==> src/include/toc_pkg.sv <==
// Constants shared by the timer output compare unit
package toc_pkg;
  localparam int NCH = 3;
  localparam int CNT_W = 16;
  localparam int BYTE_W = 8;
  localparam int ADDR_W = 4;

  // Register byte offsets on the Avalon-MM slave
  localparam logic [3:0] REG_MODE = 4'h0;
  localparam logic [3:0] REG_ACTION = 4'h1;
  localparam logic [3:0] REG_FORCE = 4'h2;
  localparam logic [3:0] REG_IRQ_EN = 4'h3;
  localparam logic [3:0] REG_FLAGS = 4'h4;
  localparam logic [3:0] REG_CNT_LO = 4'h5;
  localparam logic [3:0] REG_CNT_HI = 4'h6;
  localparam logic [3:0] REG_CAP_LO = 4'h7;
  localparam logic [3:0] REG_CAP_HI = 4'h8;
  localparam logic [3:0] REG_CMP_LO [NCH] = '{4'h9, 4'hb, 4'hd};
  localparam logic [3:0] REG_CMP_HI [NCH] = '{4'ha, 4'hc, 4'he};
  localparam logic [3:0] REG_PORT = 4'hf;

  // Field positions
  localparam int FLAG_CAP_BIT = 3;
  localparam int PORT_DATA_LSB = 4;
  localparam int ACT_W = 2;

  // Reset values
  localparam logic [7:0] RST_BYTE = 8'h00;
  localparam logic [15:0] RST_WORD = 16'h0000;

  // Waveform mode codes
  localparam logic [3:0] MODE_NORMAL = 4'h0;
  localparam logic [3:0] MODE_CLEAR_A = 4'h4;
  localparam logic [3:0] MODE_FAST8 = 4'h5;
  localparam logic [3:0] MODE_FAST9 = 4'h6;
  localparam logic [3:0] MODE_FAST10 = 4'h7;
  localparam logic [3:0] MODE_CLEAR_CAP = 4'hc;
  localparam logic [3:0] MODE_RESERVED = 4'hd;
  localparam logic [3:0] MODE_FAST_CAP = 4'he;
  localparam logic [3:0] MODE_FAST_A = 4'hf;

  // Output action codes
  localparam logic [1:0] ACT_NONE = 2'h0;
  localparam logic [1:0] ACT_TOGGLE = 2'h1;
  localparam logic [1:0] ACT_CLEAR = 2'h2;
  localparam logic [1:0] ACT_SET = 2'h3;

  // Counter limits
  localparam logic [15:0] TOP_MAX = 16'hffff;
  localparam logic [15:0] TOP_8 = 16'h00ff;
  localparam logic [15:0] TOP_9 = 16'h01ff;
  localparam logic [15:0] TOP_10 = 16'h03ff;
endpackage

==> src/hdl/toc_compare_unit.sv <==
// Output compare channels, capture register and counter of a 16-bit timer
//
// The address map and the Avalon-MM register port are this design's own decisions.
`timescale 1ns/1ps
`default_nettype none
module toc_compare_unit
  import toc_pkg::*;
(
  // Clock, reset, clock enable
  input wire logic i_core_clk,
  input wire logic i_rst,
  input wire logic i_ce,
  // Timer clock tick, one core cycle wide
  input wire logic i_tick,
  // Capture event, already edge-detected
  input wire logic i_capture_event,
  // Interrupt service acknowledge per channel
  input wire logic [NCH-1:0] i_irq_ack,
  // Avalon-MM slave
  input wire logic [ADDR_W-1:0] i_avs_address,
  input wire logic i_avs_read,
  input wire logic i_avs_write,
  input wire logic [BYTE_W-1:0] i_avs_writedata,
  output logic [BYTE_W-1:0] o_avs_readdata,
  output logic o_avs_waitrequest,
  // Interrupt requests and pins
  output logic [NCH-1:0] o_cmp_irq,
  output logic [NCH-1:0] o_pin_out,
  output logic [NCH-1:0] o_pin_oe_n
);

  ////////////////////////////////////////////////////////////////////////////
  // Decode helpers
  // Modes 1-3, 5-11, 14 and 15 are the PWM modes
  function automatic logic is_pwm(input logic [3:0] m);
    is_pwm = !(m == MODE_NORMAL || m == MODE_CLEAR_A || m == MODE_CLEAR_CAP ||
               m == MODE_RESERVED);
  endfunction

  function automatic logic cap_is_top(input logic [3:0] m);
    cap_is_top = (m == MODE_CLEAR_CAP || m == MODE_FAST_CAP);
  endfunction

  function automatic logic [15:0] top_value(input logic [3:0] m,
                                            input logic [15:0] cmp_a,
                                            input logic [15:0] cap);
    case (m)
      MODE_CLEAR_A, MODE_FAST_A: top_value = cmp_a;
      MODE_CLEAR_CAP, MODE_FAST_CAP: top_value = cap;
      MODE_FAST8: top_value = TOP_8;
      MODE_FAST9: top_value = TOP_9;
      MODE_FAST10: top_value = TOP_10;
      default: top_value = TOP_MAX;
    endcase
  endfunction

  ////////////////////////////////////////////////////////////////////////////
  // Registers and internal state
  logic [3:0] mode;
  logic [3*ACT_W-1:0] action;
  logic [NCH-1:0] irq_en;
  logic [NCH-1:0] port_dir;
  logic [NCH-1:0] port_data;
  logic [7:0] temp;
  logic [15:0] counter;
  logic [15:0] capture;
  logic capture_flag;
  logic block;
  logic [15:0] cmp_act [NCH];
  logic [15:0] cmp_buf [NCH];
  logic cmp_flag [NCH];
  logic oc_state [NCH];
  logic [1:0] ch_act [NCH];
  logic wr_go;
  logic rd_go;
  logic pwm;
  logic [15:0] top_now;
  logic at_top;
  logic cnt_wr_go;
  logic [7:0] next_readdata;
  assign wr_go = i_avs_write && !o_avs_waitrequest;
  assign rd_go = i_avs_read && o_avs_waitrequest;
  assign pwm = is_pwm(mode);
  assign top_now = top_value(mode, cmp_act[0], capture);
  assign at_top = (counter == top_now);
  assign cnt_wr_go = wr_go && i_avs_address == REG_CNT_LO;

  ////////////////////////////////////////////////////////////////////////////
  // Avalon-MM slave: one wait cycle on every access
  // Read data loads while waitrequest is high, so it stands when the master sees it low
  always_ff @(posedge i_core_clk or posedge i_rst) begin
    if (i_rst) begin
      o_avs_waitrequest <= 1'b1;
    end else if (i_ce) begin
      o_avs_waitrequest <= !((i_avs_read || i_avs_write) && o_avs_waitrequest);
    end
  end
  always_ff @(posedge i_core_clk or posedge i_rst) begin
    if (i_rst) begin
      o_avs_readdata <= RST_BYTE;
    end else if (i_ce && i_avs_read && o_avs_waitrequest) begin
      o_avs_readdata <= next_readdata;
    end
  end
  always_comb begin
    next_readdata = RST_BYTE;
    case (i_avs_address)
      REG_MODE: next_readdata = {4'h0, mode};
      REG_ACTION: next_readdata = {2'h0, action};
      REG_IRQ_EN: next_readdata = {5'h00, irq_en};
      REG_FLAGS: next_readdata = {4'h0, capture_flag, cmp_flag[2], cmp_flag[1], cmp_flag[0]};
      REG_CNT_LO: next_readdata = counter[7:0];
      REG_CNT_HI: next_readdata = temp;
      REG_CAP_LO: next_readdata = capture[7:0];
      REG_CAP_HI: next_readdata = temp;
      REG_PORT: next_readdata = {1'b0, port_data, 1'b0, port_dir};
      default: next_readdata = RST_BYTE;
    endcase
    for (int i = 0; i < NCH; i++) begin
      if (i_avs_address == REG_CMP_LO[i]) begin
        next_readdata = pwm ? cmp_buf[i][7:0] : cmp_act[i][7:0];
      end
      if (i_avs_address == REG_CMP_HI[i]) begin
        next_readdata = pwm ? cmp_buf[i][15:8] : cmp_act[i][15:8];
      end
    end
  end

  ////////////////////////////////////////////////////////////////////////////
  // Control registers
  // Action bits are used straight from here, with no shadow copy
  always_ff @(posedge i_core_clk or posedge i_rst) begin
    if (i_rst) begin
      mode <= 4'h0;
      action <= 6'h00;
      irq_en <= 3'h0;
      port_dir <= 3'h0;
      port_data <= 3'h0;
    end else if (i_ce && wr_go) begin
      case (i_avs_address)
        REG_MODE: mode <= i_avs_writedata[3:0];
        REG_ACTION: action <= i_avs_writedata[5:0];
        REG_IRQ_EN: irq_en <= i_avs_writedata[2:0];
        REG_PORT: begin
          port_dir <= i_avs_writedata[2:0];
          port_data <= i_avs_writedata[PORT_DATA_LSB +: NCH];
        end
        default: ;
      endcase
    end
  end
  // Shared high-byte holding register; a counter or capture low read fills it as its data loads
  always_ff @(posedge i_core_clk or posedge i_rst) begin
    if (i_rst) begin
      temp <= RST_BYTE;
    end else if (i_ce) begin
      if (wr_go && (i_avs_address == REG_CNT_HI || i_avs_address == REG_CAP_HI ||
                    i_avs_address == REG_CMP_HI[0] || i_avs_address == REG_CMP_HI[1] ||
                    i_avs_address == REG_CMP_HI[2])) begin
        temp <= i_avs_writedata;
      end else if (rd_go && i_avs_address == REG_CNT_LO) begin
        temp <= counter[15:8];
      end else if (rd_go && i_avs_address == REG_CAP_LO) begin
        temp <= capture[15:8];
      end
    end
  end

  ////////////////////////////////////////////////////////////////////////////
  // Counter, match blocking and capture
  // Counts up only; the dual-slope modes are treated as single-slope here.
  always_ff @(posedge i_core_clk or posedge i_rst) begin
    if (i_rst) begin
      counter <= RST_WORD;
    end else if (i_ce) begin
      if (cnt_wr_go) begin
        counter <= {temp, i_avs_writedata};
      end else if (i_tick) begin
        if (at_top && mode != MODE_NORMAL) begin
          counter <= RST_WORD;
        end else begin
          counter <= counter + 16'h0001;
        end
      end
    end
  end
  // Held from the write until the next tick, even if ticks are stopped
  always_ff @(posedge i_core_clk or posedge i_rst) begin
    if (i_rst) begin
      block <= 1'b0;
    end else if (i_ce) begin
      if (cnt_wr_go) begin
        block <= 1'b1;
      end else if (i_tick) begin
        block <= 1'b0;
      end
    end
  end
  // Capture never looks at the action bits
  always_ff @(posedge i_core_clk or posedge i_rst) begin
    if (i_rst) begin
      capture <= RST_WORD;
    end else if (i_ce) begin
      if (i_capture_event && !cap_is_top(mode)) begin
        capture <= counter;
      end else if (wr_go && i_avs_address == REG_CAP_LO && cap_is_top(mode)) begin
        capture <= {temp, i_avs_writedata};
      end
    end
  end
  // Set wins over a same-cycle clear
  always_ff @(posedge i_core_clk or posedge i_rst) begin
    if (i_rst) begin
      capture_flag <= 1'b0;
    end else if (i_ce) begin
      if (i_capture_event && !cap_is_top(mode)) begin
        capture_flag <= 1'b1;
      end else if (wr_go && i_avs_address == REG_FLAGS && i_avs_writedata[FLAG_CAP_BIT]) begin
        capture_flag <= 1'b0;
      end
    end
  end

  ////////////////////////////////////////////////////////////////////////////
  // Compare channels
  for (genvar g = 0; g < NCH; g++) begin : g_ch
    logic match;
    logic hit;
    logic force_go;
    logic next_oc;
    assign ch_act[g] = action[g*ACT_W +: ACT_W];
    assign match = (counter == cmp_act[g]);
    assign hit = i_tick && match && !block;
    assign force_go = wr_go && i_avs_address == REG_FORCE && i_avs_writedata[g] && !pwm;
    // Compare registers: the low-byte write commits both bytes at once
    always_ff @(posedge i_core_clk or posedge i_rst) begin
      if (i_rst) begin
        cmp_buf[g] <= RST_WORD;
        cmp_act[g] <= RST_WORD;
      end else if (i_ce) begin
        if (wr_go && i_avs_address == REG_CMP_LO[g]) begin
          cmp_buf[g] <= {temp, i_avs_writedata};
          if (!pwm) begin
            cmp_act[g] <= {temp, i_avs_writedata};
          end
        end
        if (pwm && i_tick && at_top) begin
          cmp_act[g] <= cmp_buf[g];
        end
      end
    end
    // Flag lands on the tick that ends the equal cycle
    always_ff @(posedge i_core_clk or posedge i_rst) begin
      if (i_rst) begin
        cmp_flag[g] <= 1'b0;
      end else if (i_ce) begin
        if (hit) begin
          cmp_flag[g] <= 1'b1;
        end else if (i_irq_ack[g] ||
                     (wr_go && i_avs_address == REG_FLAGS && i_avs_writedata[g])) begin
          cmp_flag[g] <= 1'b0;
        end
      end
    end
    always_ff @(posedge i_core_clk or posedge i_rst) begin
      if (i_rst) begin
        o_cmp_irq[g] <= 1'b0;
      end else if (i_ce) begin
        o_cmp_irq[g] <= cmp_flag[g] && irq_en[g];
      end
    end
    // Bottom action wins so a compare equal to TOP gives a steady level
    always_comb begin
      next_oc = oc_state[g];
      if (pwm && i_tick && at_top) begin
        if (ch_act[g] == ACT_CLEAR) begin
          next_oc = 1'b1;
        end else if (ch_act[g] == ACT_SET) begin
          next_oc = 1'b0;
        end
      end else if (hit || force_go) begin
        case (ch_act[g])
          ACT_TOGGLE: next_oc = !oc_state[g];
          ACT_CLEAR: next_oc = 1'b0;
          ACT_SET: next_oc = 1'b1;
          default: next_oc = oc_state[g];
        endcase
      end
    end
    // Mode writes never touch this bit
    always_ff @(posedge i_core_clk or posedge i_rst) begin
      if (i_rst) begin
        oc_state[g] <= 1'b0;
      end else if (i_ce) begin
        oc_state[g] <= next_oc;
      end
    end
    always_ff @(posedge i_core_clk or posedge i_rst) begin
      if (i_rst) begin
        o_pin_out[g] <= 1'b0;
        o_pin_oe_n[g] <= 1'b1;
      end else if (i_ce) begin
        o_pin_out[g] <= (ch_act[g] != ACT_NONE) ? oc_state[g] : port_data[g];
        o_pin_oe_n[g] <= !port_dir[g];
      end
    end
  end

  ////////////////////////////////////////////////////////////////////////////
  // Checks on channel 0 and the shared logic
  a_capture_overwrite: assert property (@(posedge i_core_clk) disable iff (i_rst)
    i_ce && i_capture_event && !cap_is_top(mode) |=> capture == $past(counter))
    else $error("capture did not take the counter value");
  a_flag_after_tick: assert property (@(posedge i_core_clk) disable iff (i_rst)
    $rose(cmp_flag[0]) |-> $past(i_tick && i_ce && !block && counter == cmp_act[0]))
    else $error("compare flag rose without a matching tick");
  a_irq_request: assert property (@(posedge i_core_clk) disable iff (i_rst)
    i_ce && cmp_flag[0] && irq_en[0] |=> o_cmp_irq[0])
    else $error("enabled compare flag gave no interrupt");
  a_buffer_hold: assert property (@(posedge i_core_clk) disable iff (i_rst)
    pwm && !(i_tick && at_top) |=> $stable(cmp_act[0]))
    else $error("active compare changed away from TOP");
  a_counter_write_block: assert property (@(posedge i_core_clk) disable iff (i_rst)
    i_ce && block && i_tick && !cmp_flag[0] && !cnt_wr_go |=> !cmp_flag[0] && !block)
    else $error("match not blocked in the tick after a counter write");
  a_force_no_flag: assert property (@(posedge i_core_clk) disable iff (i_rst)
    i_ce && g_ch[0].force_go && !i_tick && !cmp_flag[0] && ch_act[0] != ACT_NONE
    |=> !cmp_flag[0] && oc_state[0] == (($past(ch_act[0]) == ACT_TOGGLE) ?
                                        !$past(oc_state[0]) : $past(ch_act[0]) == ACT_SET))
    else $error("force set the flag or gave the wrong output state");
  a_match_clear: assert property (@(posedge i_core_clk) disable iff (i_rst)
    i_ce && i_tick && mode == MODE_CLEAR_A && counter == cmp_act[0] && !cnt_wr_go
    |=> counter == RST_WORD)
    else $error("counter not cleared on clear-on-match");
  a_pin_override: assert property (@(posedge i_core_clk) disable iff (i_rst)
    i_ce && ch_act[0] != ACT_NONE |=> o_pin_out[0] == $past(oc_state[0]))
    else $error("pin did not show output compare state");
  a_action_zero: assert property (@(posedge i_core_clk) disable iff (i_rst)
    ch_act[0] == ACT_NONE |=> $stable(oc_state[0]))
    else $error("output state moved with action zero");
endmodule
`default_nettype wire

==> config.mk <==
export PLATFORM = sky130hd
export DESIGN_NAME = toc_compare_unit
export DESIGN_NICKNAME = d
export VERILOG_FILES = /design/src/include/toc_pkg.sv /design/src/hdl/toc_compare_unit.sv
export SDC_FILE = /design/constraint.sdc
export NUM_CORES = 1
export LEC_CHECK = 0
export BUFFER_PORTS_ARGS = -buffer_cell sky130_fd_sc_hd__clkbuf_2
export CORE_MARGIN = 3
export CORE_UTILIZATION = 40
export DETAILED_ROUTE_END_ITERATION = 10
export GPL_TIMING_DRIVEN = 0
export PLACE_DENSITY = 0.55
export SETUP_SLACK_MARGIN = 0.2
export SYNTH_ARGS = -nofsm -noshare
export SYNTH_HDL_FRONTEND = slang
export SYNTH_SLANG_ARGS = --single-unit
==> constraint.sdc <==
create_clock -name i_core_clk -period 7.7 [get_ports i_core_clk]
set_input_delay 0 -clock i_core_clk [delete_from_list [all_inputs] [get_ports i_core_clk]]
set_output_delay 0 -clock i_core_clk [all_outputs]
set_load 0.005 [all_outputs]
# After elaboration in Yosys (flattened, before gate mapping)
# Cells that the tools add are included.
dict set report op_classes {
  eq_ne 39
  muxes 57
  n_reduce_logical 112
  n_addsub 1
}
# operator count
set op_table {}
lappend op_table {{16-bit 2-to-1 mux} 12}
lappend op_table {{8-bit 2-to-1 mux} 15}
lappend op_table {{16-bit one-hot mux with 5 select lines} 1}
lappend op_table {{16-bit equality test} 4}
lappend op_table {{8-bit one-hot mux with 8 select lines} 1}
lappend op_table {{4-bit equality test (second input constant)} 12}
lappend op_table {{1-bit logical AND} 40}
lappend op_table {{4-bit by 3-bit equality test with 1-bit output (second input constant)} 8}
lappend op_table {{2-bit nonzero test} 16}
lappend op_table {{2-bit AND reduction} 14}
lappend op_table {{1-bit 2-to-1 mux} 25}
lappend op_table {{16-bit by 1-bit adder with 16-bit output (second input constant)} 1}
lappend op_table {{1-bit logical OR} 15}
lappend op_table {{2-bit equality test (second input constant)} 6}
lappend op_table {{4-bit AND reduction} 3}
lappend op_table {{3-bit nonzero test} 4}
lappend op_table {{1-bit logical NOT} 11}
lappend op_table {{3-bit by 1-bit inequality test with 1-bit output (second input constant)} 3}
lappend op_table {{1-bit one-hot mux with 3 select lines} 3}
lappend op_table {{3-bit AND reduction} 3}
lappend op_table {{4-bit by 2-bit equality test with 1-bit output (second input constant)} 2}
lappend op_table {{4-bit logical NOT} 2}
lappend op_table {{2-bit by 1-bit equality test with 1-bit output (second input constant)} 3}
lappend op_table {{2-bit OR reduction} 3}
lappend op_table {{2 further kinds} 2}
dict set report totals {
  wordCells 242
  output_inout_bits 18
  ff_bits 181
}

# Depth between registers and ports, before layout
# Gate-level depths: netlist (run 1).
dict set report logic_depth {
  ltp_word 11
  depth_mapped 12
}

# Worst setup path after synthesis (run 1)
# OpenSTA, ideal clock, no wires.
dict set report synth_timing {
  kind {register -> register}
  start {register mode[0]}
  end {register cmp_act[15] in the netlist's numbering}
  path_slack_ns 4.752
  required_ns 7.575
  stages_incl_launch_ff 13
  setup_time_ns 0.125
  t_arrival_ns 2.822
  path_cell_list {dfrtp_1 buf_2 or3_1 buf_2 o221ai_1 xor2_1 nor4_2 nand4_2 nor2_1 buf_4 buf_6 mux2_1 mux2_4}
}
dict set report synth_between {
  elab_chain_len 9
  elab_cells_between_ends 23
  cone_classes {9 x eq/ne; 2 x mux; 12 x reduce/logical}
}
# element line_no
set synth_rtl {}
lappend synth_rtl {{from (decl)} toc_compare_unit.sv:59} ;# logic [3:0] mode;
lappend synth_rtl {{from (signal assigned)} toc_compare_unit.sv:141} ;# REG_MODE: mode <= i_avs_writedata[3:0];
lappend synth_rtl {{parallel branches: the longest is 9 deep, another holds 16-bit one-hot mux with 5 select lines} -}
lappend synth_rtl {{to (signal, indexed assignment)} toc_compare_unit.sv:244} ;# cmp_act[g] <= {temp, i_avs_writedata};
lappend synth_rtl {{to (signal, indexed assignment)} toc_compare_unit.sv:248} ;# cmp_act[g] <= cmp_buf[g];
lappend synth_rtl {{to (decl)} toc_compare_unit.sv:69} ;# logic [15:0] cmp_act [NCH];
# Several ways; the timed one is not identified.
# A chain may end at the register's enable or synchronous reset.

# Final worst setup path (run 1)
dict set report layout_timing {
  start {register mode[0]}
  end {register o_avs_readdata[1]}
}
dict set report layout_between {
  elab_chain_len 11
  elab_cells_between_ends 19
  cone_classes {3 x eq/ne; 12 x mux; 4 x reduce/logical}
}
# element line_no
set layout_rtl {}
lappend layout_rtl {{4-bit by 3-bit equality test with 1-bit output / 4-bit logical NOT (equally long branches)} toc_compare_unit.sv:36} ;# is_pwm = !(m == MODE_NORMAL || m == MODE_CLEAR_A || m == MODE_CLEAR_CAP ||
lappend layout_rtl {{1-bit logical OR (2 in a row)} toc_compare_unit.sv:36}
lappend layout_rtl {{1-bit logical OR *} toc_compare_unit.sv:36}
lappend layout_rtl {{8-bit 2-to-1 mux} toc_compare_unit.sv:121} ;# next_readdata = pwm ? cmp_buf[i][7:0] : cmp_act[i][7:0];
lappend layout_rtl {{8-bit 2-to-1 mux} toc_compare_unit.sv:120} ;# if (i_avs_address == REG_CMP_LO[i]) begin
lappend layout_rtl {{8-bit 2-to-1 mux} toc_compare_unit.sv:123} ;# if (i_avs_address == REG_CMP_HI[i]) begin
lappend layout_rtl {{8-bit 2-to-1 mux} toc_compare_unit.sv:120}
lappend layout_rtl {{8-bit 2-to-1 mux} toc_compare_unit.sv:123}
lappend layout_rtl {{8-bit 2-to-1 mux} toc_compare_unit.sv:120}
lappend layout_rtl {{8-bit 2-to-1 mux *} toc_compare_unit.sv:123}
lappend layout_rtl {{to (signal assigned)} toc_compare_unit.sv:102} ;# o_avs_readdata <= next_readdata;
lappend layout_rtl {{to (decl)} toc_compare_unit.sv:24} ;# output logic [BYTE_W-1:0] o_avs_readdata,
# Every way passes the cells marked *; elsewhere a longest branch is shown, timed or not.

==> flow_summary.json, run 1 <==
{
  "wire_per_inst_um": 25.2,
  "cts_inserted_buffers": 17,
  "yosysSeqAreaShare": 0.402,
  "dp_hpwl_um": 28800,
  "avgViaCountPerCell": 5.98,
  "cts_tree": "yes",
  "synth_top_family_by_area": "multiplexers",
  "leakagePower_nw": 5.56,
  "wirelength_um": 40100,
  "nNetsFinal": 1225,
  "ys_warn_count": 0,
  "rrSetupSlack_ps": 3790,
  "avgSynthCellArea_um2": 9.92,
  "cts-root-buf": "clkbuf_16",
  "cts_sinks": 181,
  "worstHoldStart": "i_avs_writedata[7]",
  "worstPathArrival_ps": 4240,
  "finalSetupViolCount": 0,
  "fin_worst_skew_ps": 20.2,
  "start_util": 0.413,
  "synth_edf_count": 0,
  "drive_gt1_frac": 0.215,
  "grt_pass1_vias": 9374,
  "grt_overflow": 0,
  "clkTransAtPathRegs_ps": 90,
  "multi_input_area_um2": 6210,
  "synth_area_um2": 11300,
  "max_freq_mhz": 256,
  "synth_compound_area_frac": 0.134,
  "vdd_drop_max_uv": 126,
  "period_share": 0.508,
  "ctsLongestPathBuffers": 2,
  "die_h_um": 174,
  "synthSimpleGateAreaFrac": 0.144,
  "critPathLaunchType": "flip-flop",
  "antenna_cells": 0,
  "first_pass_iters": 8,
  "grt_pass1_wl_um": 60200,
  "rsz0062_at_grt": "no",
  "cp_max_fo": 10,
  "tightest_slew_ps": 1390,
  "worstPathRequired_ps": 8030,
  "ys.flop_type": "dfrtp_1",
  "maxSlewHeadroom": 0.0686,
  "postCtsSetupBuffers": 0,
  "core-area_um2": 27300,
  "antenna_found_initial": 1,
  "yosys.area_share.xor_xnor": 0.0450,
  "area_delta_synth_final_pct": 12.5,
  "ys_ff_latch": 181,
  "min_period_ps": 3910,
  "async_flop_share": 1.00,
  "power.density_nw_per_um2": 280,
  "drv_slew": 0,
  "num_vias": 9489,
  "tns_ps": 0,
  "synthAdderAreaFrac": 0.00111,
  "finalWeightedCongestion": 0.981,
  "clkLatencyLatePin_ps": 450,
  "fp-row-count": 60,
  "drtAntennaViolNets": 0,
  "crit_type": "reg -> reg",
  "crit_start": "mode[0]",
  "synth.mux.area_fraction": 0.227,
  "syn_nets": 1160,
  "fill_cells": 2682,
  "h-tree-depth": 4,
  "dieArea_um2": 30200,
  "ctsHoldBuffers": 10,
  "end_kind": "flip-flop",
  "ios": 40,
  "cap_viol_max_count": 0,
  "final_core_util": 0.464,
  "min_path_type": "in -> reg",
  "drcViolationCount": 0,
  "die-width_um": 174,
  "status": "completed",
  "grt_max_degree": 97,
  "hold_violations": 0,
  "r2r_start": "mode[0]",
  "port-buffer-count": 35,
  "drtIter0Drc": 887,
  "syn_inst": 1137,
  "ctsResizeCount": 0,
  "seq_area_um2": 4530,
  "track_usage": 0.263,
  "ys_types": 71
}
==> final cells by class <==
class,instances,area share
plain buffers,98,0.0358
clock buffers,17,0.0335
clock inverters,15,0.0163
inverters,21,0.00680
multi-input cells,837,0.490
flip-flops and latches,181,0.357
well taps,372,0.0367
repair buffers,46,0.0239
==> worst paths after layout <==
kind,cells past startpoint,end
setup / recovery,10,o_avs_readdata[1]
hold / removal,2,cmp_buf[7]
setup reg to reg,10,o_avs_readdata[1]
hold reg to reg,1,o_pin_oe_n[2]
max in group asynchronous,4,o_avs_waitrequest
min in group asynchronous,3,temp[7]
==> cells in the mapped netlist (14+ instances only) <==
library cell  instances  area share
inv_1                21      0.0070
mux2_2              119        0.12
nor2_1               40       0.013
and3_1               21       0.012
xor2_1               40       0.031
clkbuf_1             64       0.021
dfrtp_1             177        0.39
mux2_4               25       0.033
xnor2_1              18       0.014
o22ai_1              15      0.0083
nand2_1             121       0.040
o21ai_0              73       0.032
nor4_1               16      0.0089
buf_2                14      0.0062
nand3_1              20      0.0089
a21oi_1              59       0.026
mux2i_1              62       0.055
mux2_1               20       0.020
==> cells by family (layout without fill, tap and decap cells) <==
family | after synthesis | count (layout)
adders and majority gates | 1 | 1
buffers and inverters | 119 | 197
muxes | 226 | 226
xor gates and xnor gates | 58 | 58
AOI/OAI and AO/OA | 238 | 238
and+or+nand+nor | 314 | 314
DFF | 181 | 181
==> through the flow <==
step / hold WS [ps] / total power (W) / cell area, um2 / worst slack [ps] / instances
final: 88.8 / 0.00355 / 12700 / 3790 / 1587
after global routing: 86.3 / 0.00371 / 12700 / 3680 / 1587
after CTS: 63.4 / 0.00355 / 12700 / 3840 / 1587
after detailed placement: 152 / 0.00259 / 12000 / 3870 / 1545
after global placement: 275 / 0.00257 / 11900 / 272 / 1544
after floorplan: 152 / 0.00217 / 11300 / 2790 / 1137
==> registers in the layout, indices dropped and copies added (netlist names), 3 cells and up <==
signal          flops
cmp_act            48
cmp_buf            48
capture            16
counter            16
o_avs_readdata      8
temp                8
action              6
mode                4
cmp_flag            3
irq_en              3
o_cmp_irq           3
o_pin_oe_n          3
o_pin_out           3
oc_state            3
port_data           3
port_dir            3
==> routing by layer <==
layer,vias to the layer above,part of all wire,GRT usage
li1,4263,-,-
met1,4704,0.44,0.358
met2,414,0.45,0.414
met3,106,0.062,0.0378
met4,2,0.052,0.126
met5,-,0.00030,0
==> worst max-delay path: stages, from the launching register on <==
cell	delay (ps)
dfrtp_1	320
buf_2	200
clkbuf_1	520
or2_2	250
a21o_1	250
clkbuf_1	530
buf_1	670
mux2i_1	340
o22ai_1	120
nor4_1	440
o21ai_0	140
==> placed cells by master, fill, tap and decap left out, types with 9 or more instances in the layout <==
cell	count
a21oi_1	59
a22o_1	9
and3_1	21
buf_1	9
buf_2	14
clkbuf_1	64
clkbuf_16	17
clkbuf_2	36
dfrtp_1	177
dlygate4sd3_1	10
inv_1	20
mux2_1	20
mux2_2	119
mux2_4	25
mux2i_1	62
nand2_1	121
nand2b_1	9
nand3_1	20
nand4_1	12
nor2_1	40
nor3_1	9
nor4_1	16
o211ai_1	11
o21ai_0	73
o221ai_1	10
o22ai_1	15
or4_1	10
xnor2_1	18
xor2_1	40
==> report_power, final <==
group	internal, W	total, W	switching (W)
registers	0.00116	0.00142	0.000257
logic	0.000525	0.00117	0.000649
clock network	0.000501	0.000958	0.000456
total	0.00219	0.00355	0.00136
Note: power is estimated with default switching activity, not from simulation.
==> run 2: changes to the inputs <==
==> constraint.sdc (replaced) <==
create_clock -name i_core_clk -period 4 [get_ports i_core_clk]
set_input_delay 0 -clock i_core_clk [delete_from_list [all_inputs] [get_ports i_core_clk]]
set_output_delay 0 -clock i_core_clk [all_outputs]
set_load 0.005 [all_outputs]
==> flow_summary.json, run 2 (synthesis results as in run 1) <==
{
  "status": "completed",
  "fp-row-count": 60,
  "final_core_util": 0.465,
  "leakagePower_nw": 5.57,
  "postCtsSetupBuffers": 0,
  "dieArea_um2": 30200,
  "cts-root-buf": "clkbuf_16",
  "rsz0062_at_grt": "no",
  "r2r_start": "mode[2]",
  "first_pass_iters": 5,
  "cap_viol_max_count": 0,
  "drtAntennaViolNets": 0,
  "final_common_cell": "dfrtp_1",
  "worstPathRequired_ps": 4310,
  "mostFrequentLayoutCells": "177 x dfrtp_1, 121 x nand2_1, 119 x mux2_2",
  "port-buffer-count": 35,
  "finalWeightedCongestion": 0.943,
  "maxSlewHeadroom": 0.0117,
  "crit_family": "buffers and inverters",
  "slowest_stage": "nor4_1",
  "avgViaCountPerCell": 5.98,
  "wire_per_inst_um": 25.4,
  "clkLatencyLatePin_ps": 450,
  "tns_ps": 0,
  "nNetsFinal": 1229,
  "hold_violations": 0,
  "period_share": 0.919,
  "antenna_cells": 0,
  "wirelength_um": 40300,
  "max_freq_mhz": 272,
  "tightest_slew_ps": 1480,
  "worstHoldStart": "i_ce",
  "crit_path_max_incr_delay_ps": 530,
  "finalSetupViolCount": 0,
  "grt_pass1_wl_um": 60600,
  "cts_sinks": 181,
  "antenna_found_initial": 2,
  "place_ws_ps": 338,
  "area_delta_synth_final_pct": 12.7,
  "die_h_um": 174,
  "num_vias": 9507,
  "dp_hpwl_um": 29400,
  "min_path_type": "in -> reg",
  "critPathLaunchType": "flip-flop",
  "holdPathEnd": "cmp_flag[1]",
  "hold_path_depth": 3,
  "end_kind": "flip-flop",
  "fin_hold_ws_ps": 88.2,
  "die-width_um": 174,
  "grt_max_degree": 40,
  "drcViolationCount": 0,
  "reg2regPathDepth": 10,
  "vdd_drop_max_uv": 300,
  "cts_tree": "yes",
  "grt_overflow": 0,
  "clkTransAtPathRegs_ps": 80,
  "setup_ws_ps": 322,
  "ctsLongestPathBuffers": 2,
  "power.density_nw_per_um2": 527,
  "drtIter0Drc": 924,
  "cts_inserted_buffers": 17,
  "track_usage": 0.266,
  "fin_worst_skew_ps": 15.4,
  "final_area_um2": 12700,
  "drv_slew": 0,
  "path_buf_inv": 4,
  "h-tree-depth": 4,
  "grt_pass1_vias": 9348,
  "core-area_um2": 27300,
  "cp_max_fo": 10,
  "cpMostUsedCell": "clkbuf_1",
  "worstPathArrival_ps": 3990,
  "cp_cell_sequence": "clkbuf_1, buf_1, nand2_1, a21o_1, clkbuf_1, buf_2, mux2i_1, o22ai_1, nor4_1, o21ai_0",
  "ios": 40,
  "largest_registers": "cmp_act (48), cmp_buf (48)",
  "drive_gt1_frac": 0.220,
  "reg2reg_to": "o_avs_readdata[2]",
  "crit_type": "reg -> reg",
  "min_period_ps": 3680,
  "start_util": 0.413,
  "rrSetupSlack_ps": 320,
  "placed_cell_area_um2": 12000
}
-- run 2: changes by cell type in the layout (fill, tap and decap cells not counted), moves of 2 or more --
cell,change
buf_12,+5
bufinv_16,-2
clkbuf_2,+2
clkinv_4,+4
clkinv_8,-2
inv_6,-2
-- run 2: worst max-delay path by stage --
| stage | depth (start not counted) | from | to | slack [ps] |
|---|---|---|---|---|
| finish | 10 | mode[2] | o_avs_readdata[2] | 320 |
| global route | 12 | mode[1] | cmp_act[31] | 200 |
| CTS | 10 | mode[0] | o_avs_readdata[1] | 310 |
| detailed placement | 10 | mode[0] | o_avs_readdata[1] | 340 |
| global placement | 10 | mode[0] | o_avs_readdata[6] | 270 |
| floorplan | 12 | mode[0] | cmp_act[47] | 1050 |
-- run 2: power by group --
part	switching [W]	leakage (nW)	internal [W]
Clock	0.000840	0.285	0.000844
Sequential	0.000497	2.32	0.00224
Combinational	0.00126	2.96	0.00102
-- run 2: metrics by stage --
stage,total power (W),cells
floorplan,0.00417,1137
global placement,0.00496,1544
detailed placement,0.00499,1549
CTS,0.00667,1591
global route,0.00702,1591
finish,0.00669,1591
-- run 2: worst reg2reg max path, delay by kind of cell (launching register included) --
family          cells  cell delay, ps
simple gates        2             780
mux                 1             300
flops               1             360
buf+inv             4            1570
compound gates      3             540
-- run 2: final cells by class --
cell class / count / area (um2)
Buffer: 98 / 457
Clock buffer: 18 / 439
Clock inverter: 14 / 136
Fill cell: 2694 / 14600
Inverter: 21 / 82.6
Multi-Input combinational cell: 837 / 6220
Sequential cell: 181 / 4530
Tap cell: 372 / 465
Timing Repair Buffer: 50 / 375
-- run 2: repair_timing --
item	in CTS	in global routing
gates resized for setup	0	5
endpoints found under the setup margin	0	35
endpoints found under the hold margin	27	0
hold buffers	10	0
-- run 2: metal layers --
layer	up-vias	GRT usage	share of wire
met5	-	0	0.00032
met4	2	0.109	0.044
li1	4252	-	-
met1	4757	0.365	0.43
met2	398	0.419	0.46
met3	98	0.0443	0.068
